## src/pkg/cpllc_pkg.sv

```systemverilog
// Constants shared by the core clock generator and its rate multiplier
package cpllc_pkg;
  // Register byte offsets on the APB
  localparam logic [11:0] OFS_CTRL = 12'h000;
  localparam logic [11:0] OFS_STATUS = 12'h004;
  localparam logic [11:0] OFS_PERIOD = 12'h008;
  // Control register fields and reset value
  localparam int CTRL_RUN_BIT = 0;
  localparam int CTRL_SYSTEM_CLOCK_OUTPUT_BIT = 1;
  localparam logic [1:0] CTRL_RESET = 2'h3;
  // Status register fields
  localparam int ST_DONE_BIT = 0;
  localparam int ST_BADSTRAP_BIT = 1;
  localparam int ST_SEL_LSB = 4;
  localparam int ST_STRAP_LSB = 8;
  localparam int ST_DIV_LSB = 12;
  // Divider strap encodings and divider values
  localparam logic [2:0] STRAP_DIV1 = 3'h0;
  localparam logic [2:0] STRAP_DIV2 = 3'h1;
  localparam logic [2:0] STRAP_DIV4 = 3'h2;
  localparam logic [2:0] STRAP_DIV6 = 3'h3;
  localparam logic [2:0] STRAP_DIV8 = 3'h4;
  localparam logic [3:0] DIV_1 = 4'h1;
  localparam logic [3:0] DIV_2 = 4'h2;
  localparam logic [3:0] DIV_4 = 4'h4;
  localparam logic [3:0] DIV_6 = 4'h6;
  localparam logic [3:0] DIV_8 = 4'h8;
  // Clock output select encodings
  localparam logic [1:0] CLKSEL_OFF = 2'h0;
  localparam logic [1:0] CLKSEL_OSC = 2'h1;
  localparam logic [1:0] CLKSEL_256 = 2'h2;
  localparam logic [1:0] CLKSEL_512 = 2'h3;
  // Rate factors against the 64x reference
  localparam int CORE_MULT = 56;
  localparam int OUT256_TOGGLES = 8;
  localparam int OUT512_TOGGLES = 16;
  // Initialization wait in reference cycles (two to the fifteenth)
  localparam int INIT_REF_CYCLES = 32768;
  // Generator states, Gray along the path
  typedef enum logic [1:0] {
    ST_CAPTURE = 2'h0,
    ST_INIT = 2'h1,
    ST_RUN = 2'h3
  } cpllc_state_type;
endpackage

```

## src/rtl/cpllc_rate_mult.sv

```systemverilog
// Fractional rate multiplier: FACTOR ticks per measured reference period
`timescale 1ns/1ns
`default_nettype none
module cpllc_rate_mult #(
  parameter int FACTOR = 56,
  parameter int PER_W = 16
) (
  // Clock and reset
  input wire logic core_clk,
  input wire logic nrst,
  // Control
  input wire logic run,
  input wire logic [PER_W-1:0] period,
  // Output pulse
  output logic tick_r
);
  localparam logic [PER_W:0] STEP = (PER_W+1)'(FACTOR);
  logic [PER_W:0] acc_r; // Phase accumulator
  logic [PER_W:0] sum; // Accumulator plus step

  assign sum = acc_r + STEP;

  // Add the factor each cycle, wrap by the period and emit a tick
  always_ff @(posedge core_clk or negedge nrst) begin
    if (!nrst) begin
      acc_r <= '0;
      tick_r <= 1'b0;
    end else if (!run || period == '0) begin
      // Held idle while blocked or before a period is known
      acc_r <= '0;
      tick_r <= 1'b0;
    end else if (sum >= {1'b0, period}) begin
      acc_r <= sum - {1'b0, period};
      tick_r <= 1'b1;
    end else begin
      acc_r <= sum;
      tick_r <= 1'b0;
    end
  end
endmodule // cpllc_rate_mult
`default_nettype wire

```

## src/rtl/cpllc_core.sv

```systemverilog
// Core clock generator with strap sampling, init wait and clock output
// Limits
// The crystal is sampled, so it must run below half of core_clk.
// The reference period must be at least 56 core_clk cycles, or core
// pulses are lost.
// Core pulses model the multiplied clock as a rate; downstream logic
// uses them as enables, not as a clock.
// Release falls at an arbitrary crystal phase, so the first reference
// cycle of the init wait is partial.
// Invalid divider codes fall back to a divider of one and are flagged.
// Writes during the init wait are refused with an error response.
//
// The implementer's own choices: the APB register port and the address map.
`timescale 1ns/1ns
`default_nettype none
module cpllc_core #(
  parameter int PER_W = 16,
  parameter int INIT_CYCLES = cpllc_pkg::INIT_REF_CYCLES
) (
  // Clock and reset
  input wire logic core_clk,
  input wire logic nrst,
  // Crystal input, sampled
  input wire logic xtal_in,
  // Straps
  input wire logic divider_strap_bit0,
  input wire logic divider_strap_bit1,
  input wire logic divider_strap_bit2,
  input wire logic clkoutput_sel_bit0,
  input wire logic clkoutput_sel_bit1,
  // APB slave
  input wire logic psel,
  input wire logic penable,
  input wire logic pwrite,
  input wire logic [11:0] paddr,
  input wire logic [31:0] pwdata,
  output logic [31:0] prdata,
  output logic pready,
  output logic pslverr,
  // Generated clocks and status
  output logic system_clock_output,
  output logic core_tick,
  output logic ref_tick,
  output logic subsys_clk_en,
  output logic init_done
);
  // Divider value from the strap code; unknown codes fall back to one
  function automatic logic [3:0] decode_div(input logic [2:0] code);
    logic [3:0] d;
    d = cpllc_pkg::DIV_1;
    if (code == cpllc_pkg::STRAP_DIV2) d = cpllc_pkg::DIV_2;
    else if (code == cpllc_pkg::STRAP_DIV4) d = cpllc_pkg::DIV_4;
    else if (code == cpllc_pkg::STRAP_DIV6) d = cpllc_pkg::DIV_6;
    else if (code == cpllc_pkg::STRAP_DIV8) d = cpllc_pkg::DIV_8;
    return d;
  endfunction

  localparam logic [15:0] INIT_LAST = 16'(INIT_CYCLES - 1);

  cpllc_pkg::cpllc_state_type state_r; // Generator state
  logic [2:0] strap_r; // Captured divider straps
  logic [1:0] sel_r; // Captured clock output select
  logic [3:0] div_r; // Active divider
  logic x_s1_r; // Synchroniser first stage
  logic x_s2_r; // Synchronised crystal level
  logic x_s3_r; // Previous level for edge detect
  logic x_rise; // Crystal rising edge
  logic [3:0] div_cnt_r; // Edges within one reference cycle
  logic ref_pulse_r; // One pulse per reference cycle
  logic [PER_W-1:0] meas_r; // Running period count
  logic [PER_W-1:0] period_r; // Last measured reference period
  logic [15:0] init_cnt_r; // Reference cycles counted through the init wait; frozen once it ends
  logic [1:0] ctrl_r; // Software control bits
  logic core_pulse; // Multiplier output, 56 per reference
  logic p256_pulse; // Toggle pulses for 256 fs output
  logic p512_pulse; // Toggle pulses for 512 fs output
  logic gen_run; // Multipliers allowed to run
  logic out_tgl_r; // Divided output clock level
  logic [31:0] rdata; // Read mux
  logic hit; // Address mapped

  assign gen_run = (state_r == cpllc_pkg::ST_RUN);
  assign x_rise = x_s2_r & ~x_s3_r;

  // Two-flop synchroniser and edge history for the crystal input
  always_ff @(posedge core_clk or negedge nrst) begin
    if (!nrst) begin
      // Reset high: a rise needs a real low sample, so release makes no false edge
      x_s1_r <= 1'b1;
      x_s2_r <= 1'b1;
      x_s3_r <= 1'b1;
    end else begin
      x_s1_r <= xtal_in;
      x_s2_r <= x_s1_r;
      x_s3_r <= x_s2_r;
    end
  end

  // Sequencer: capture straps on release, then wait out the init period
  always_ff @(posedge core_clk or negedge nrst) begin
    if (!nrst) begin
      state_r <= cpllc_pkg::ST_CAPTURE;
      strap_r <= cpllc_pkg::STRAP_DIV1;
      sel_r <= cpllc_pkg::CLKSEL_OFF;
      div_r <= cpllc_pkg::DIV_1;
    end else begin
      case (state_r)
        cpllc_pkg::ST_CAPTURE: begin
          // Straps are caught once, so later pin changes have no effect
          strap_r <= {divider_strap_bit2, divider_strap_bit1, divider_strap_bit0};
          sel_r <= {clkoutput_sel_bit1, clkoutput_sel_bit0};
          div_r <= decode_div({divider_strap_bit2, divider_strap_bit1, divider_strap_bit0});
          state_r <= cpllc_pkg::ST_INIT;
        end
        cpllc_pkg::ST_INIT: begin
          // Leave once the last reference cycle of the wait is seen
          if (ref_pulse_r && init_cnt_r == INIT_LAST) begin
            state_r <= cpllc_pkg::ST_RUN;
          end
        end
        cpllc_pkg::ST_RUN: begin
          // Held until the next reset; straps are not looked at again
          state_r <= cpllc_pkg::ST_RUN;
        end
        default: begin
          state_r <= cpllc_pkg::ST_CAPTURE;
        end
      endcase
    end
  end

  // Divide crystal edges down to the 64 fs reference
  // Counter clears in the capture cycle, so the first reference needs D rises
  always_ff @(posedge core_clk or negedge nrst) begin
    if (!nrst) begin
      div_cnt_r <= '0;
      ref_pulse_r <= 1'b0;
    end else if (state_r == cpllc_pkg::ST_CAPTURE) begin
      div_cnt_r <= '0;
      ref_pulse_r <= 1'b0;
    end else if (x_rise) begin
      if (div_cnt_r == div_r - 4'h1) begin
        div_cnt_r <= '0;
        ref_pulse_r <= 1'b1;
      end else begin
        div_cnt_r <= div_cnt_r + 4'h1;
        ref_pulse_r <= 1'b0;
      end
    end else begin
      ref_pulse_r <= 1'b0;
    end
  end

  // Count reference cycles through the init wait
  always_ff @(posedge core_clk or negedge nrst) begin
    if (!nrst) begin
      init_cnt_r <= '0;
    end else if (state_r == cpllc_pkg::ST_INIT && ref_pulse_r) begin
      init_cnt_r <= init_cnt_r + 16'h1;
    end
  end

  // Measure the reference period in core clocks; saturates if the crystal stops
  // The first capture after release is partial; it is replaced before init ends
  always_ff @(posedge core_clk or negedge nrst) begin
    if (!nrst) begin
      meas_r <= '0;
      period_r <= '0;
    end else if (ref_pulse_r) begin
      meas_r <= PER_W'(1);
      period_r <= meas_r;
    end else if (meas_r != '1) begin
      meas_r <= meas_r + PER_W'(1);
    end
  end

  // Core clock: 56 pulses per reference cycle
  // All three multipliers share one period so their pulse trains stay in step
  cpllc_rate_mult #(.FACTOR(cpllc_pkg::CORE_MULT), .PER_W(PER_W)) u_core_mult (
    .core_clk(core_clk),
    .nrst(nrst),
    .run(gen_run),
    .period(period_r),
    .tick_r(core_pulse)
  );

  // Toggle sources for the 256 fs and 512 fs outputs
  // Four output periods per reference give 256 fs, hence eight toggles
  cpllc_rate_mult #(.FACTOR(cpllc_pkg::OUT256_TOGGLES), .PER_W(PER_W)) u_out256 (
    .core_clk(core_clk),
    .nrst(nrst),
    .run(gen_run),
    .period(period_r),
    .tick_r(p256_pulse)
  );
  cpllc_rate_mult #(.FACTOR(cpllc_pkg::OUT512_TOGGLES), .PER_W(PER_W)) u_out512 (
    .core_clk(core_clk),
    .nrst(nrst),
    .run(gen_run),
    .period(period_r),
    .tick_r(p512_pulse)
  );

  // Divided output clock toggles on the selected source
  always_ff @(posedge core_clk or negedge nrst) begin
    if (!nrst) begin
      out_tgl_r <= 1'b0;
    end else if (sel_r == cpllc_pkg::CLKSEL_256 && p256_pulse) begin
      out_tgl_r <= ~out_tgl_r;
    end else if (sel_r == cpllc_pkg::CLKSEL_512 && p512_pulse) begin
      out_tgl_r <= ~out_tgl_r;
    end
  end

  // Clock output pin mux; the oscillator copy runs even during init
  always_ff @(posedge core_clk or negedge nrst) begin
    if (!nrst) begin
      system_clock_output <= 1'b0;
    end else if (!ctrl_r[cpllc_pkg::CTRL_SYSTEM_CLOCK_OUTPUT_BIT]) begin
      system_clock_output <= 1'b0;
    end else begin
      case (sel_r)
        cpllc_pkg::CLKSEL_OSC: system_clock_output <= x_s2_r;
        cpllc_pkg::CLKSEL_256: system_clock_output <= out_tgl_r;
        cpllc_pkg::CLKSEL_512: system_clock_output <= out_tgl_r;
        default: system_clock_output <= 1'b0;
      endcase
    end
  end

  // Subsystem clocks stay blocked until the init wait has ended
  // Enable and done come from one source, so they cannot disagree
  always_ff @(posedge core_clk or negedge nrst) begin
    if (!nrst) begin
      core_tick <= 1'b0;
      ref_tick <= 1'b0;
      subsys_clk_en <= 1'b0;
      init_done <= 1'b0;
    end else begin
      core_tick <= core_pulse & ctrl_r[cpllc_pkg::CTRL_RUN_BIT];
      ref_tick <= ref_pulse_r & gen_run;
      subsys_clk_en <= gen_run;
      init_done <= gen_run;
    end
  end

  // Read data and address decode
  // Unaligned and unmapped addresses read zero and answer with an error
  always_comb begin
    rdata = '0;
    hit = 1'b1;
    if (paddr == cpllc_pkg::OFS_CTRL) begin
      rdata[1:0] = ctrl_r;
    end else if (paddr == cpllc_pkg::OFS_STATUS) begin
      rdata[cpllc_pkg::ST_DONE_BIT] = gen_run;
      rdata[cpllc_pkg::ST_BADSTRAP_BIT] = (strap_r > cpllc_pkg::STRAP_DIV8);
      rdata[cpllc_pkg::ST_SEL_LSB +: 2] = sel_r;
      rdata[cpllc_pkg::ST_STRAP_LSB +: 3] = strap_r;
      rdata[cpllc_pkg::ST_DIV_LSB +: 4] = decode_div(strap_r);
    end else if (paddr == cpllc_pkg::OFS_PERIOD) begin
      rdata[PER_W-1:0] = period_r;
    end else begin
      hit = 1'b0;
    end
  end

  // APB answer: one wait-free access cycle, flags set up in the setup cycle
  always_ff @(posedge core_clk or negedge nrst) begin
    if (!nrst) begin
      pready <= 1'b0;
      pslverr <= 1'b0;
      prdata <= '0;
    end else if (psel && !penable) begin
      pready <= 1'b1;
      // Writes during the init wait are refused with an error
      pslverr <= ~hit | (pwrite & ~gen_run);
      prdata <= pwrite ? 32'h0 : rdata;
    end else begin
      pready <= 1'b0;
      pslverr <= 1'b0;
    end
  end

  // Control register write at the completing access edge
  // Only the low two bits exist; the upper write bits are dropped
  always_ff @(posedge core_clk or negedge nrst) begin
    if (!nrst) begin
      ctrl_r <= cpllc_pkg::CTRL_RESET;
    end else if (psel && penable && pready && pwrite && !pslverr && paddr == cpllc_pkg::OFS_CTRL) begin
      ctrl_r <= pwdata[1:0];
    end
  end
endmodule // cpllc_core
`default_nettype wire

```

## config.mk

```make
export PLATFORM = sky130hd
export DESIGN_NAME = cpllc_core
export DESIGN_NICKNAME = d
export VERILOG_FILES = /design/src/pkg/cpllc_pkg.sv /design/src/rtl/cpllc_rate_mult.sv /design/src/rtl/cpllc_core.sv
export SDC_FILE = /design/constraint.sdc
export NUM_CORES = 1
export LEC_CHECK = 0
export BUFFER_PORTS_ARGS = -buffer_cell sky130_fd_sc_hd__buf_2
export CAP_MARGIN = 20
export CORE_MARGIN = 2
export CORE_UTILIZATION = 25
export CTS_BUF_LIST = sky130_fd_sc_hd__clkbuf_8
export DETAILED_ROUTE_END_ITERATION = 6
export PLACE_DENSITY = 0.38
export SYNTH_ARGS = -nofsm -noshare
export SYNTH_HDL_FRONTEND = slang
export SYNTH_SLANG_ARGS = --single-unit
```

## constraint.sdc

```tcl
create_clock -name core_clk -period 5.6 [get_ports core_clk]
set_input_delay 1.12 -clock core_clk [delete_from_list [all_inputs] [get_ports core_clk]]
set_output_delay 1.12 -clock core_clk [all_outputs]
set_load 0.005 [all_outputs]
```

==> results.json <==
{
  "wl_per_cell_um": 15.9,
  "period_minus_slack_ps": 3460,
  "async_flop_share_pct": 100,
  "post_cts_resized": 0,
  "startpoint_type": "flip-flop",
  "skew_ps": 20.3,
  "worstHoldPathCells": 0,
  "grt_start_max_net_pins": 80,
  "synth_commonest_cells": "dfrtp_1, nor2_1, nand2_1, xnor2_1, ha_1",
  "cp-end-kind": "flip-flop",
  "synth.distinct_cells": 81,
  "ctsHoldBuffers": 0,
  "dp_hpwl_mm": 17.3,
  "synth_ff_type": "dfrtp_1",
  "tns_ps": 0,
  "setup_slack_ps": 2140,
  "synth_cells": 993,
  "r2r-end": "u_out512.acc_r[1]$_DFFE_PN0P_",
  "cts_tree": "built",
  "cts.sinks": 146,
  "post-route-period-util_pct": 61.8,
  "die_w_um": 198,
  "synth-seq-cells": 146,
  "core_mm2": 0.0368,
  "cts_setup_buffers": 0,
  "synth_area_leaders": "dfrtp_1, ha_1, xnor2_1",
  "layout-drive-gt1-share_pct": 12.6,
  "ys_seq_area_share_pct": 39.1,
  "yosysWarningCount": 0,
  "vias_per_cell": 4.56,
  "clockBufferDepth": 2,
  "numCtsBuffers": 17,
  "required_ps": 5920,
  "rrSetupSlack_ps": 2140,
  "worst_pin_slew_ps": 830,
  "io-pin-count": 94,
  "die_h_um": 198,
  "syn_area_per_cell_um2": 9.44,
  "port_buffers": 47,
  "track_usage_pct": 13.0,
  "grt.overflow.total": 0,
  "synth_top_area_share_pct": 37.4,
  "comb_power_share_pct": 47.1,
  "start_util_pct": 25.5,
  "multi_input_area_mm2": 0.00536,
  "antenna_left": 0,
  "reg2reg_depth": 12,
  "drtIter0Drc": 266,
  "synth_edf_count": 0,
  "dieArea_mm2": 0.0391,
  "peakVddDrop_uv": 174,
  "min_to": "x_s2_r$_DFF_PN1_",
  "antenna_found_initial": 0,
  "synth_most_common_cell": "dfrtp_1",
  "antennaDiodeCount": 0,
  "finalSetupViolations": 0,
  "finalMaxSlewViolations": 0,
  "fin_nets": 1153,
  "max-cap-violations": 0,
  "cts_htree_levels": 4,
  "r2r-start": "u_out512.acc_r[4]$_DFF_PN0_",
  "hold_path_class": "reg -> reg",
  "critPathMaxFanout": 23,
  "yosysTopAreaCell": "dfrtp_1",
  "hold_viol": 0,
  "worstPathArrival_ps": 3780,
  "p_clk_share_pct": 20.8,
  "nFillCells": 3933,
  "num_rows": 70,
  "power_density_mw_per_mm2": 362,
  "status": "completed",
  "internal_power_mw": 2.21,
  "drc": 0,
  "regArea_mm2": 0.00366,
  "grt_pass1_vias": 7171,
  "p_leak_nw": 4.81,
  "p_seq_share_pct": 32.0,
  "syn_area_mm2": 0.00937,
  "rsz0062_at_grt": "false",
  "p_sw_mw": 1.56,
  "clkTransAtPathRegs_ps": 90,
  "cts_root_buffer": "clkbuf_8",
  "fin_total_pwr_mw": 3.77,
  "hp-start": "x_s1_r$_DFF_PN1_",
  "clkLatencyLatePin_ps": 470,
  "max-slew-margin-rel_pct": 44.7,
  "swShare_pct": 41.4,
  "gp_congestion": 0.731,
  "grt_pass1_wl_mm": 39.4,
  "vias": 6939,
  "dr.pass1.iters": 4,
  "wirelength_mm": 24.1,
  "syn_to_final_growth_pct": 11.1,
  "post-place-ws_ps": 1630,
  "hold_ws_ps": 360,
  "max_freq_mhz": 289,
  "crit_type": "reg -> reg"
}
## cell usage in the layout, fill, tap and decap left out, types with 18 or more instances in the layout
| master | instances |
|---|---|
| a21oi_1 | 40 |
| nand3_1 | 30 |
| nand2_1 | 112 |
| xor2_1 | 48 |
| clkbuf_8 | 18 |
| nor2_1 | 115 |
| nand4_1 | 25 |
| xnor2_1 | 60 |
| ha_1 | 55 |
| buf_2 | 46 |
| o21ai_0 | 49 |
| dfrtp_1 | 140 |
| mux2i_1 | 30 |
| inv_1 | 44 |
## worst max path at each step
stage                     depth (start not counted)                              end                            from
after floorplan                                  13     u_out256.acc_r[11]$_DFF_PN0_     u_out256.acc_r[3]$_DFF_PN0_
after global placement                           13  u_core_mult.acc_r[14]$_DFF_PN0_  u_core_mult.acc_r[3]$_DFF_PN0_
after detailed placement                         13  u_core_mult.acc_r[13]$_DFF_PN0_  u_core_mult.acc_r[3]$_DFF_PN0_
after CTS                                        13  u_core_mult.acc_r[13]$_DFF_PN0_  u_core_mult.acc_r[3]$_DFF_PN0_
after global routing                             12      u_out512.acc_r[6]$_DFF_PN0_     u_out512.acc_r[4]$_DFF_PN0_
final                                            12    u_out512.acc_r[1]$_DFFE_PN0P_     u_out512.acc_r[4]$_DFF_PN0_
## metrics by stage
| step | instances | utilization, % | area [µm²] |
|---|---|---|---|
| finish | 1521 | 28.3 | 10400 |
| global route | 1521 | 28.3 | 10400 |
| global placement | 1488 | 27.3 | 10000 |
| detailed placement | 1488 | 27.3 | 10000 |
| CTS | 1520 | 28.2 | 10400 |
| floorplan | 1008 | - | 9430 |
## state kept, by name (all words and copies together), names as in the netlist, 4 cells and up
| name | cells |
|---|---|
| u_out512.acc_r | 17 |
| div_r | 4 |
| div_cnt_r | 4 |
| meas_r | 16 |
| u_out256.acc_r | 17 |
| u_core_mult.acc_r | 17 |
| period_r | 16 |
| init_cnt_r | 16 |
| prdata | 16 |
## layer usage
metal	GRT usage, %	part of all wire [%]	vias to the layer above
li1	-	-	3549
met1	17.4	50	3289
met2	21.6	46	85
met3	2.29	3.1	16
met4	3.29	0.97	0
met5	0	0	-
## power by group through the flow
stage          logic, mW  registers [mW]  clock network [mW]
2_1_floorplan       1.50            1.20                   0
3_3_place_gp        1.78            1.23                   0
3_5_place_dp        1.77            1.23                   0
4_1_cts             1.78            1.21               0.830
5_1_grt             1.99            1.23               0.866
6_report            1.78            1.21               0.786
## cell families (layout without fill, tap and decap cells)
group	after synthesis	in the layout	share of synthesized area (%)
compound gates	191	191	14.9
xor+xnor	109	109	10.3
fa+ha+maj	58	58	7.98
buf+inv	81	126	4.40
flops	146	146	39.1
mux	35	35	3.80
other cells	1	16	0.0400
simple gates	372	372	19.6
## layout make-up
| type | count | share of cell area [%] |
|---|---|---|
| multi-input combinational | 781 | 51.5 |
| sequential | 146 | 35.2 |
| tap | 468 | 5.62 |
| timing repair buffer | 52 | 2.87 |
| clock buffer | 18 | 2.38 |
| inverter | 42 | 1.51 |
| clock inverter | 14 | 0.997 |
## worst max-delay path, stage by stage (launching register included)
cell and delay, ps:
dfrtp_1 430, ha_1 320, nand3_1 130, xnor2_1 210, ha_1 330, a21oi_1 260, o211ai_1 160, a21oi_1 190
a21oi_2 110, o31ai_4 400, nand2_2 440, mux2i_1 280, nor2_1 60
Note: power is estimated with default switching activity, not from simulation.
